===== src/inc/camera_csr_pkg.sv =====
// Shared constants and carrier types for the camera buffer, flash and strobe registers.
// Assumes one 100 MHz clock and a byte-addressed register port of 32-bit words.
package camera_csr_pkg;
    // Register byte offsets; the flash window is one 256-byte block.
    localparam logic [15:0] OFS_IMG_BUF = 16'h0634;
    localparam logic [15:0] OFS_STROBE = 16'h1104;
    localparam logic [15:0] OFS_FLASH_CTRL = 16'h1240;
    localparam logic [15:0] OFS_FLASH_OFS = 16'h1244;
    localparam logic [15:0] OFS_WIN_BASE = 16'h2000;
    localparam int WIN_AW = 6;
    // Field positions.
    localparam int IB_EN_BIT = 0;
    localparam int IB_PATH_BIT = 1;
    localparam int IB_CAP_LSB = 8;
    localparam int IB_CNT_LSB = 20;
    localparam int FC_PRES_BIT = 0;
    localparam int FC_CLEAN_BIT = 6;
    localparam int FC_PSZ_LSB = 8;
    localparam int FC_NPG_LSB = 20;
    localparam int ST_REF_BIT = 0;
    localparam int ST_SHUT_BIT = 13;
    localparam int ST_EXP_LSB = 14;
    localparam int CNT_W = 12;
    // Reset and constant field values.
    localparam logic [11:0] DEF_CAPACITY = 12'h004;
    localparam logic [11:0] PAGE_SIZE_CODE = 12'h008;
    localparam logic [11:0] NUM_PAGES_CODE = 12'h00b;
    localparam logic [31:0] ZERO_WORD = 32'h0000_0000;

    typedef enum logic [1:0] {
        EXP_LINE1 = 2'b00,
        EXP_ANY = 2'b01,
        EXP_ALL = 2'b10,
        EXP_BAD = 2'b11
    } expo_mode_t;

    typedef enum logic [1:0] {
        SEQ_IDLE = 2'b00,
        SEQ_SEND = 2'b01,
        SEQ_WAIT = 2'b11
    } seq_state_t;

    // Exposure timing events from the sensor timing logic, one-cycle pulses.
    typedef struct packed {
        logic first_start;
        logic first_end;
        logic last_start;
        logic last_end;
    } expo_evt_t;

    // Transmit request towards the streaming path.
    typedef struct packed {
        logic start;
        logic from_ring;
        logic retx;
        logic [11:0] slot;
    } tx_cmd_t;
endpackage


===== src/logic/camera_csr_top.sv =====
// Register group for the image buffer, data-flash page and strobe timing of a camera.
// Assumes all control and event inputs come from logic on clk_in, not from pins.
//
// Local design decision: the strobed register port.
`timescale 1ns/1ps
module camera_csr_top #(
    parameter logic FLASH_PRESENT = 1'b1,
    parameter logic [11:0] RESET_CAPACITY = camera_csr_pkg::DEF_CAPACITY
) (
    input wire logic clk_in, // 100 MHz system clock.
    input wire logic resetn_in, // Asynchronous reset, active low.
    input wire logic [15:0] addr_in, // Register byte address.
    input wire logic [31:0] wdata_in, // Register write data.
    input wire logic wr_in, // Write strobe.
    input wire logic rd_in, // Read strobe.
    output logic [31:0] rdata_out, // Read data, cycle after the strobe.
    input wire logic stream_run_in, // Continuous acquisition running.
    input wire logic trigger_mode_in, // Triggered mode selected.
    input wire logic global_reset_in, // Sensor in global reset shutter.
    input wire logic format_change_in, // Format, mode, size or coding changed.
    input wire logic [11:0] capacity_in, // Images that fit in the new format.
    input wire logic oneshot_in, // One-shot command pulse.
    input wire logic multishot_in, // Multi-shot command pulse.
    input wire logic [11:0] shot_count_in, // Multi-shot image count.
    input wire logic image_done_in, // Acquired image complete.
    input wire logic tx_done_in, // Any image transmission finished.
    input wire camera_csr_pkg::expo_evt_t expo_in, // Exposure timing events.
    output camera_csr_pkg::tx_cmd_t tx_cmd_out, // Transmit request.
    output logic store_out, // Store acquired image pulse.
    output logic [11:0] store_slot_out, // Ring slot for that image.
    output logic retx_store_out, // Copy sent image to retransmit buffer.
    output logic flash_commit_out, // Program staged page into flash.
    output logic strobe_out, // Strobe exposure window.
    output logic strobe_ref_out // Strobe timed from trigger when high.
);
    localparam int AW = camera_csr_pkg::WIN_AW;
    localparam logic [31:0] FLASH_OFS_WORD = {18'h00000, camera_csr_pkg::OFS_WIN_BASE[15:2]};

    camera_csr_pkg::seq_state_t st_reg, st_next;
    camera_csr_pkg::expo_mode_t expo_mode_reg;
    camera_csr_pkg::tx_cmd_t tx_cmd_reg;
    logic buf_en_reg, path_reg, dirty_reg, commit_reg, strobe_reg, ref_reg, init_done_reg;
    logic from_ring_reg, store_reg, retx_reg, win_rd_reg;
    logic [11:0] cap_reg, rem_reg, store_slot_reg;
    logic [31:0] csr_rdata_reg;
    logic [31:0] mem_q;
    logic [11:0] ring_count, ring_wr_slot, ring_rd_slot;

    // Address decode.
    wire sel_ib = (addr_in == camera_csr_pkg::OFS_IMG_BUF);
    wire sel_st = (addr_in == camera_csr_pkg::OFS_STROBE);
    wire sel_fc = (addr_in == camera_csr_pkg::OFS_FLASH_CTRL);
    wire sel_fo = (addr_in == camera_csr_pkg::OFS_FLASH_OFS);
    wire sel_win = (addr_in[15:8] == camera_csr_pkg::OFS_WIN_BASE[15:8]);
    wire acc = wr_in || rd_in;
    wire wr_ib = wr_in && sel_ib;
    wire wr_st = wr_in && sel_st;
    wire win_wr = wr_in && sel_win;
    wire win_rd = rd_in && sel_win;

    // Flash commit: an explicit clean request, or any touch of another control register.
    wire other_ctl = acc && (sel_ib || sel_st || sel_fo);
    wire clean_req = wr_in && sel_fc && wdata_in[camera_csr_pkg::FC_CLEAN_BIT];
    wire commit = dirty_reg && (clean_req || other_ctl);

    // Buffer control; the path bit is forced to live while the stream runs.
    wire buffered = path_reg && !stream_run_in;
    wire ring_init = (wr_ib && wdata_in[camera_csr_pkg::IB_EN_BIT]) || format_change_in;
    wire ring_push = buf_en_reg && image_done_in;
    wire ring_pop = (st_reg == camera_csr_pkg::SEQ_SEND) && from_ring_reg;
    wire go_one = (st_reg == camera_csr_pkg::SEQ_IDLE) && oneshot_in && buffered;
    wire go_multi = (st_reg == camera_csr_pkg::SEQ_IDLE) && multishot_in && buffered
        && !oneshot_in && (ring_count != '0);
    wire [11:0] shots = (shot_count_in == '0) ? 12'h001 : shot_count_in;
    wire more = from_ring_reg && (rem_reg > 12'h001) && (ring_count != '0);
    wire [1:0] exp_field = wdata_in[camera_csr_pkg::ST_EXP_LSB +: 2];

    // Register read values; reserved positions are zero.
    wire [31:0] ib_word = {ring_count, cap_reg, 6'h00, path_reg, buf_en_reg};
    wire [31:0] st_word = {16'h0000, expo_mode_reg, global_reset_in, 12'h000, ref_reg};
    wire [31:0] fc_word = {camera_csr_pkg::NUM_PAGES_CODE, camera_csr_pkg::PAGE_SIZE_CODE,
        1'b0, !dirty_reg, 5'h00, FLASH_PRESENT};
    wire [31:0] csr_mux = sel_ib ? ib_word :
        sel_st ? st_word :
        sel_fc ? fc_word :
        sel_fo ? FLASH_OFS_WORD : camera_csr_pkg::ZERO_WORD;

    img_ring #(.CW(camera_csr_pkg::CNT_W)) u_ring (
        .clk_in(clk_in),
        .resetn_in(resetn_in),
        .init_in(ring_init),
        .push_in(ring_push),
        .pop_in(ring_pop),
        .cap_in(cap_reg),
        .count_out(ring_count),
        .wr_slot_out(ring_wr_slot),
        .rd_slot_out(ring_rd_slot)
    );

    flash_page_mem #(.AW(AW), .DW(32)) u_page (
        .clk_in(clk_in),
        .resetn_in(resetn_in),
        .wr_in(win_wr),
        .rd_in(win_rd),
        .addr_in(addr_in[AW+1:2]),
        .wdata_in(wdata_in),
        .rdata_out(mem_q)
    );

    // Writable control fields; the invalid exposure code is refused and the old value kept.
    always_ff @(posedge clk_in or negedge resetn_in)
    begin
        if (!resetn_in)
        begin
            buf_en_reg <= 1'b0;
            path_reg <= 1'b0;
            expo_mode_reg <= camera_csr_pkg::EXP_LINE1;
        end
        else
        begin
            if (wr_ib)
            begin
                buf_en_reg <= wdata_in[camera_csr_pkg::IB_EN_BIT];
                path_reg <= wdata_in[camera_csr_pkg::IB_PATH_BIT];
            end
            if (wr_st && exp_field != camera_csr_pkg::EXP_BAD)
                expo_mode_reg <= camera_csr_pkg::expo_mode_t'(exp_field);
        end
    end

    // Strobe reference takes the mode default once after reset, then follows writes.
    always_ff @(posedge clk_in or negedge resetn_in)
    begin
        if (!resetn_in)
        begin
            init_done_reg <= 1'b0;
            ref_reg <= 1'b0;
        end
        else
        begin
            init_done_reg <= 1'b1;
            if (!init_done_reg)
                ref_reg <= trigger_mode_in;
            else if (wr_st)
                ref_reg <= wdata_in[camera_csr_pkg::ST_REF_BIT];
        end
    end

    // Capacity is never allowed to read as zero.
    always_ff @(posedge clk_in or negedge resetn_in)
    begin
        if (!resetn_in)
            cap_reg <= RESET_CAPACITY;
        else if (format_change_in)
            cap_reg <= (capacity_in == '0) ? 12'h001 : capacity_in;
    end

    // Page dirty flag: a window write in the commit cycle keeps the page dirty.
    always_ff @(posedge clk_in or negedge resetn_in)
    begin
        if (!resetn_in)
        begin
            dirty_reg <= 1'b0;
            commit_reg <= 1'b0;
        end
        else
        begin
            dirty_reg <= win_wr || (dirty_reg && !commit);
            commit_reg <= commit;
        end
    end

    // Send sequencer next state.
    always_comb
    begin
        st_next = st_reg;
        case (st_reg)
            camera_csr_pkg::SEQ_IDLE:
                if (go_one || go_multi)
                    st_next = camera_csr_pkg::SEQ_SEND;
            camera_csr_pkg::SEQ_SEND:
                st_next = camera_csr_pkg::SEQ_WAIT;
            camera_csr_pkg::SEQ_WAIT:
                if (tx_done_in)
                    st_next = more ? camera_csr_pkg::SEQ_SEND : camera_csr_pkg::SEQ_IDLE;
            default:
                st_next = camera_csr_pkg::SEQ_IDLE;
        endcase
    end

    // Sequencer registers; a one-shot in the buffered path sends, whether or not an image exists.
    always_ff @(posedge clk_in or negedge resetn_in)
    begin
        if (!resetn_in)
        begin
            st_reg <= camera_csr_pkg::SEQ_IDLE;
            from_ring_reg <= 1'b0;
            rem_reg <= '0;
        end
        else
        begin
            st_reg <= st_next;
            if (go_one)
            begin
                from_ring_reg <= 1'b0;
                rem_reg <= 12'h001;
            end
            else if (go_multi)
            begin
                from_ring_reg <= 1'b1;
                rem_reg <= shots;
            end
            else if (st_reg == camera_csr_pkg::SEQ_WAIT && tx_done_in)
                rem_reg <= rem_reg - 12'h001;
        end
    end

    // Transmit request pulse, issued one cycle after the sequencer enters its send state.
    always_ff @(posedge clk_in or negedge resetn_in)
    begin
        if (!resetn_in)
            tx_cmd_reg <= '0;
        else
        begin
            tx_cmd_reg.start <= (st_reg == camera_csr_pkg::SEQ_SEND);
            tx_cmd_reg.from_ring <= from_ring_reg;
            tx_cmd_reg.retx <= !from_ring_reg;
            tx_cmd_reg.slot <= from_ring_reg ? ring_rd_slot : 12'h000;
        end
    end

    // Image store and retransmit copy pulses.
    always_ff @(posedge clk_in or negedge resetn_in)
    begin
        if (!resetn_in)
        begin
            store_reg <= 1'b0;
            store_slot_reg <= '0;
            retx_reg <= 1'b0;
        end
        else
        begin
            store_reg <= ring_push;
            store_slot_reg <= ring_wr_slot;
            retx_reg <= tx_done_in;
        end
    end

    // Strobe window; a start and an end in one cycle leave the strobe on.
    logic win_set, win_clr;
    always_comb
    begin
        win_set = expo_in.first_start;
        win_clr = expo_in.first_end;
        case (expo_mode_reg)
            camera_csr_pkg::EXP_ANY:
                if (global_reset_in)
                    win_clr = expo_in.last_end;
            camera_csr_pkg::EXP_ALL:
                if (global_reset_in)
                    win_set = expo_in.last_start;
            camera_csr_pkg::EXP_LINE1:
                win_set = expo_in.first_start;
            default:
                win_set = 1'b0;
        endcase
    end

    always_ff @(posedge clk_in or negedge resetn_in)
    begin
        if (!resetn_in)
            strobe_reg <= 1'b0;
        else
            strobe_reg <= win_set || (strobe_reg && !win_clr);
    end

    // Read data stands only in the cycle after the read strobe.
    always_ff @(posedge clk_in or negedge resetn_in)
    begin
        if (!resetn_in)
        begin
            csr_rdata_reg <= '0;
            win_rd_reg <= 1'b0;
        end
        else
        begin
            csr_rdata_reg <= (rd_in && !sel_win) ? csr_mux : camera_csr_pkg::ZERO_WORD;
            win_rd_reg <= win_rd;
        end
    end

    // Both sources are registers; the window word is only selected after a window read.
    assign rdata_out = win_rd_reg ? mem_q : csr_rdata_reg;
    assign tx_cmd_out = tx_cmd_reg;
    assign store_out = store_reg;
    assign store_slot_out = store_slot_reg;
    assign retx_store_out = retx_reg;
    assign flash_commit_out = commit_reg;
    assign strobe_out = strobe_reg;
    assign strobe_ref_out = ref_reg;
endmodule


===== src/logic/flash_page_mem.sv =====
// Staging memory for the data-flash page, reached through the flash data window.
// Assumes single-cycle write and read strobes on the caller's clock.
`timescale 1ns/1ps
module flash_page_mem #(
    parameter int AW = 6,
    parameter int DW = 32
) (
    input wire logic clk_in, // System clock.
    input wire logic resetn_in, // Asynchronous reset, active low.
    input wire logic wr_in, // Write strobe.
    input wire logic rd_in, // Read strobe.
    input wire logic [AW-1:0] addr_in, // Word address.
    input wire logic [DW-1:0] wdata_in, // Write data.
    output logic [DW-1:0] rdata_out // Registered read data.
);
    logic [DW-1:0] mem [2**AW];
    logic [2**AW-1:0] written_reg;
    logic [DW-1:0] rdata_reg;

    // Array storage needs no reset; the written flags make fresh words read as ones.
    always_ff @(posedge clk_in)
    begin
        if (wr_in)
            mem[addr_in] <= wdata_in;
    end

    // Flags and read register.
    always_ff @(posedge clk_in or negedge resetn_in)
    begin
        if (!resetn_in)
        begin
            written_reg <= '0;
            rdata_reg <= '1;
        end
        else
        begin
            if (wr_in)
                written_reg[addr_in] <= 1'b1;
            if (rd_in)
                rdata_reg <= written_reg[addr_in] ? mem[addr_in] : '1;
        end
    end

    assign rdata_out = rdata_reg;
endmodule


===== src/logic/img_ring.sv =====
// Slot bookkeeping for the circular image buffer: next write slot, oldest slot and count.
// Assumes the capacity input is never zero and only changes together with init.
`timescale 1ns/1ps
module img_ring #(
    parameter int CW = 12
) (
    input wire logic clk_in, // System clock.
    input wire logic resetn_in, // Asynchronous reset, active low.
    input wire logic init_in, // Discard all stored images.
    input wire logic push_in, // Store a new image.
    input wire logic pop_in, // Release the oldest image.
    input wire logic [CW-1:0] cap_in, // Slot capacity.
    output logic [CW-1:0] count_out, // Images held.
    output logic [CW-1:0] wr_slot_out, // Slot the next image goes to.
    output logic [CW-1:0] rd_slot_out // Oldest image slot.
);
    logic [CW-1:0] head_reg, tail_reg, count_reg;
    logic full, do_pop, adv_tail;

    function automatic logic [CW-1:0] wrap_inc(input logic [CW-1:0] v, input logic [CW-1:0] cap);
        wrap_inc = (v + 1'b1 == cap) ? '0 : v + 1'b1;
    endfunction

    // A push into a full ring drops the oldest image, so the tail moves with the head.
    assign full = (count_reg == cap_in);
    assign do_pop = pop_in && (count_reg != '0);
    assign adv_tail = do_pop || (push_in && full);

    always_ff @(posedge clk_in or negedge resetn_in)
    begin
        if (!resetn_in)
        begin
            head_reg <= '0;
            tail_reg <= '0;
            count_reg <= '0;
        end
        else if (init_in)
        begin
            head_reg <= '0;
            tail_reg <= '0;
            count_reg <= '0;
        end
        else
        begin
            if (push_in)
                head_reg <= wrap_inc(head_reg, cap_in);
            if (adv_tail)
                tail_reg <= wrap_inc(tail_reg, cap_in);
            if (push_in && !full && !do_pop)
                count_reg <= count_reg + 1'b1;
            else if (do_pop && !push_in)
                count_reg <= count_reg - 1'b1;
        end
    end

    assign count_out = count_reg;
    assign wr_slot_out = head_reg;
    assign rd_slot_out = tail_reg;
endmodule

===== config.mk =====
export PLATFORM = sky130hd
export DESIGN_NAME = camera_csr_top
export DESIGN_NICKNAME = d
export VERILOG_FILES = /design/src/inc/camera_csr_pkg.sv /design/src/logic/camera_csr_top.sv /design/src/logic/flash_page_mem.sv /design/src/logic/img_ring.sv
export SDC_FILE = /design/constraint.sdc
export NUM_CORES = 2
export LEC_CHECK = 0
export BUFFER_PORTS_ARGS = -buffer_cell sky130_fd_sc_hd__buf_2
export CAP_MARGIN = 20
export CORE_MARGIN = 3
export CORE_UTILIZATION = 25
export DETAILED_ROUTE_END_ITERATION = 8
export PLACE_DENSITY_LB_ADDON = 0.2
export SETUP_SLACK_MARGIN = 0.1
export SYNTH_ARGS = -nofsm -noshare
export SYNTH_HDL_FRONTEND = slang
export SYNTH_HIERARCHICAL = 1
export SYNTH_SLANG_ARGS = --single-unit

===== constraint.sdc =====
create_clock -name clk_in -period 3.7 [get_ports clk_in]
set_clock_uncertainty 0.1 [all_clocks]
set_input_delay 0.37 -clock clk_in [delete_from_list [all_inputs] [get_ports clk_in]]
set_output_delay 0.37 -clock clk_in [all_outputs]
set_load 0.02 [all_outputs]

==> flow_summary.yaml <==
place:
  dpl.hpwl_mm: 242
  io_buffers: 151
  gp_congestion: 0.859
  placed_cell_area_mm2: 0.102
  dp.cells: 10400
layout:
  area_delta_synth_final_pct: 23.9
  nets: 6138
  largest_reg_flops: 2048
  stdcell_area_mm2: 0.111
  drive_above_1_share_pct: 27.0
  fin_cells: 11000
routing:
  drc: 0
  ant_nets: 0
  wire_per_inst_um: 33.9
  drtIter0Drc: 6890
  firstDrtPassIters: 6
  vias_per_cell: 5.13
  vias: 56400
  totalWireLength_mm: 373
run_status:
  status: "completed"
setup_path:
  crit_type: "reg2reg"
  critPathArrivalTime_ns: 4.02
  critPathMaxStageDelay_ns: 0.63
  cp_max_fo: 7
  start_kind: "flop"
  crit_chain: "ha_1 -> and3_1 -> xnor2_1 -> nor4_1 -> nand4_1 -> nor4_4 -> nor4_1"
  cpMaxStageDelayCell: "nor4_1"
  r2r_slack_ns: 0.29
  endpoint_kind: "flop"
  worst_path_most_repeated_cell: "nor4_1"
  cp.required_ns: 4.31
synthesis:
  synth_fp_nets: 5363
  yosys.area_share.xor_xnor_pct: 0.624
  synth_cell_types: 110
  synthAdderAreaFrac_pct: 0.217
  synth-edff-count: 2048
  syn_area_mm2: 0.0899
  synth_compound_area_share_pct: 9.53
  async_flop_share_pct: 9.90
  synthFlopType: "edfxtp_1"
  ys_ff_latch: 2273
  synth.area.mux_share_pct: 8.54
  syn_avg_cell_area_um2: 17.1
  synth_top_family_by_area: "compound AO/OA/AOI/OAI gates"
  yosysWarnings: 6
  yosys.area_share.simple_pct: 4.15
  yosysSeqAreaShare_pct: 74.7
  syn_inst: 5260
clocking:
  clock_path_buffers: 4
  cts_root_buffer: "clkbuf_16"
  clk_pin_slew_worst_paths_ns: 0.06
  cts.sinks: 2273
  cts_tree: "done"
  htree_num_levels: 5
  cts_buffers: 266
  postCtsSetupRepairBufs: 0
  clk_latency_ns: 0.90
die:
  top_level_ports: 152
  core_mm2: 0.357
  rows: 219
  fp.dieH_um: 606
  start_util_pct: 25.2
  die_w_um: 606
  dieArea_mm2: 0.367
grt:
  grt_use_total_pct: 19.8
  grt_antenna_before_repair: 29
  grt_max_degree: 71
  grt-ovfl-total: 0
  grt_pass1_vias: 55500
  grt_first_pass_wirelength_mm: 503
timing:
  finalSetupViolCount: 0
  maxSlewViolCount: 0
  fmax_ghz: 0.294
  hold_violations: 0
  period_needed_ns: 3.41
  rsz0062_at_grt: "false"
  holdWs_ns: 0.0494
  tightest_slew_ns: 1.15
  slew_headroom_pct: 23.1
  post-route-period-util_pct: 92.1
pwr:
  combPwrFrac_pct: 8.9
  p_total_w: 0.0596
  p_leak_nw: 37.6
  peakVddDrop_mv: 0.358
  clkPwrFrac_pct: 43.3
  p_sw_w: 0.0147
  p_int_w: 0.0450
  netSwitchingFraction_pct: 24.6
  p_seq_share_pct: 47.8
  power.density_mw_per_mm2: 535
min_path:
  hold_path.class: "in2reg"
flow_run:
  maxCapViolCount: 0
## kinds of logic (layout without fill, tap and decap cells)
group                      after synthesis  in the layout
and+or+nand+nor                        733            733
xor gates and xnor gates                64             64
muxes                                  609            609
buffers and inverters                  372           1351
adders and majority gates               15             15
DFF                                   2273           2273
other                                    1             12
AOI/OAI and AO/OA                     1193           1193
## placed cells by master, fill, tap and decap left out, types with 15 or more instances in the layout
cell type         n
clkinv_2         25
dfrtp_1         192
mux4_2          105
o22ai_1         113
nand2_1         112
or2_2            69
xnor2_1          34
xor2_1           30
o21ai_0         175
clkbuf_1         72
nand3_1          39
a221oi_1        205
nand4_1          15
a21oi_1         213
edfxtp_1       2048
a211oi_1         32
clkinv_1         48
clkbuf_16       271
a22oi_1         136
inv_1            18
nor2_4           67
buf_2           145
o211ai_1         17
a222oi_1         32
clkbuf_8         15
dfstp_2          33
a31oi_1          31
nor3_1           33
dlygate4sd3_1    78
mux2i_1         298
a221o_1          67
buf_4           472
nor2_1          198
nor4_1           33
a22o_1           47
mux2_2          202
and2_1           43
buf_12          159
## worst max-delay path, delay by kind of cell, from the launching register on
kind | cells | cell delay [ns]
XOR/XNOR | 1 | 0.19
adder cells (fa/ha/maj) | 1 | 0.37
flip-flops | 1 | 0.52
AND/OR/NAND/NOR | 5 | 2.08
## cell type report
type / instances / area [um2]
antenna: 11 / 27.5
inverter: 21 / 91.3
timing repair buffer: 858 / 8290
clock buffer: 358 / 7260
sequential: 2273 / 67200
fill: 35000 / 245000
tap: 4751 / 5940
multi-input combinational: 2615 / 21400
clock inverter: 114 / 1180
## synth_stat cells (all sizes together) (6+ instances only)
| master | count | share of area (%) |
|---|---|---|
| nand3 | 44 | 0.25 |
| a31oi | 33 | 0.24 |
| a211oi | 34 | 0.30 |
| xnor2 | 34 | 0.33 |
| mux2 | 206 | 2.6 |
| o211ai | 17 | 0.14 |
| and2 | 49 | 0.34 |
| o21ai | 181 | 1.0 |
| a21oi | 214 | 1.2 |
| buf | 245 | 1.7 |
| o2bb2ai | 9 | 0.088 |
| or4 | 8 | 0.071 |
| a41oi | 9 | 0.096 |
| a32oi | 6 | 0.058 |
| a2111oi | 6 | 0.086 |
| mux4 | 105 | 2.6 |
| o21a | 6 | 0.050 |
| mux2i | 298 | 3.3 |
| and3 | 15 | 0.11 |
| ha | 14 | 0.19 |
| o311ai | 6 | 0.058 |
| nor2b | 16 | 0.11 |
| inv | 21 | 0.088 |
| nand4 | 18 | 0.16 |
| a221oi | 208 | 2.0 |
| nand2 | 115 | 0.48 |
| o22ai | 113 | 0.79 |
| dfstp | 33 | 0.96 |
| a22oi | 136 | 1.1 |
| a221o | 67 | 0.75 |
| a311oi | 7 | 0.068 |
| edfxtp | 2048 | 68 |
| xor2 | 30 | 0.29 |
| nor2 | 267 | 1.1 |
| o2111ai | 10 | 0.097 |
| or3 | 10 | 0.070 |
| nor3 | 40 | 0.24 |
| or2 | 70 | 0.49 |
| a222oi | 32 | 0.36 |
| dfrtp | 192 | 5.3 |
| a22o | 47 | 0.46 |
| clkbuf | 106 | 0.44 |
| nand2b | 10 | 0.070 |
| nor4 | 43 | 0.36 |
| o221ai | 10 | 0.097 |
## power by group through the flow
stage               sequential (W)  clock [W]  combinational (W)
floorplan                   0.0289          0            0.00242
global placement            0.0290          0            0.00513
detailed placement          0.0290          0            0.00514
CTS                         0.0285     0.0263            0.00523
global route                0.0285     0.0274            0.00559
finish                      0.0285     0.0258            0.00532
## path summary, 6_finish.rpt
path                       cells after the start                                  to                                from
setup / recovery                               7  u_ring/wr_slot_out[11]$_DFFE_PN0P_   u_ring/wr_slot_out[1]$_DFFE_PN0P_
max in group asynchronous                      4         store_slot_out[2]$_DFF_PN0_                           resetn_in
setup reg to reg                               7  u_ring/wr_slot_out[11]$_DFFE_PN0P_   u_ring/wr_slot_out[1]$_DFFE_PN0P_
min in group asynchronous                      3   u_ring/wr_slot_out[9]$_DFFE_PN0P_                           resetn_in
hold reg to reg                                1  u_page/written_reg[57]$_DFFE_PN0P_  u_page/written_reg[57]$_DFFE_PN0P_
hold / removal                                 1         u_page/mem[22][6]$_DFFE_PP_                         wdata_in[6]
## per-stage QoR
step | setup TNS, ns | setup slack [ns] | utilization [%]
2_1_floorplan | 0 | 0.109 | -
3_3_place_gp | -0.886 | -0.640 | 28.6
3_5_place_dp | -0.205 | -0.205 | 28.6
4_1_cts | 0 | 0.112 | 31.2
5_1_grt | 0 | 0.144 | 31.2
6_report | 0 | 0.293 | 31.2
## per-layer routing
metal / share of wire (%) / vias to the layer above / global-route usage [%]
met4: 3.7 / 8 / 6.83
met3: 6.1 / 494 / 2.34
met2: 47 / 2273 / 31.9
met5: 0.016 / - / 0
li1: - / 22900 / -
met1: 43 / 30700 / 27.7
## what timing repair did
item | CTS | global route
hold buffers | 75 | 3
hold endpoints to repair | 409 | 44
endpoints found under the setup margin | 0 | 5
gates resized for setup | 0 | 10
Note: power is estimated with default switching activity, not from simulation.
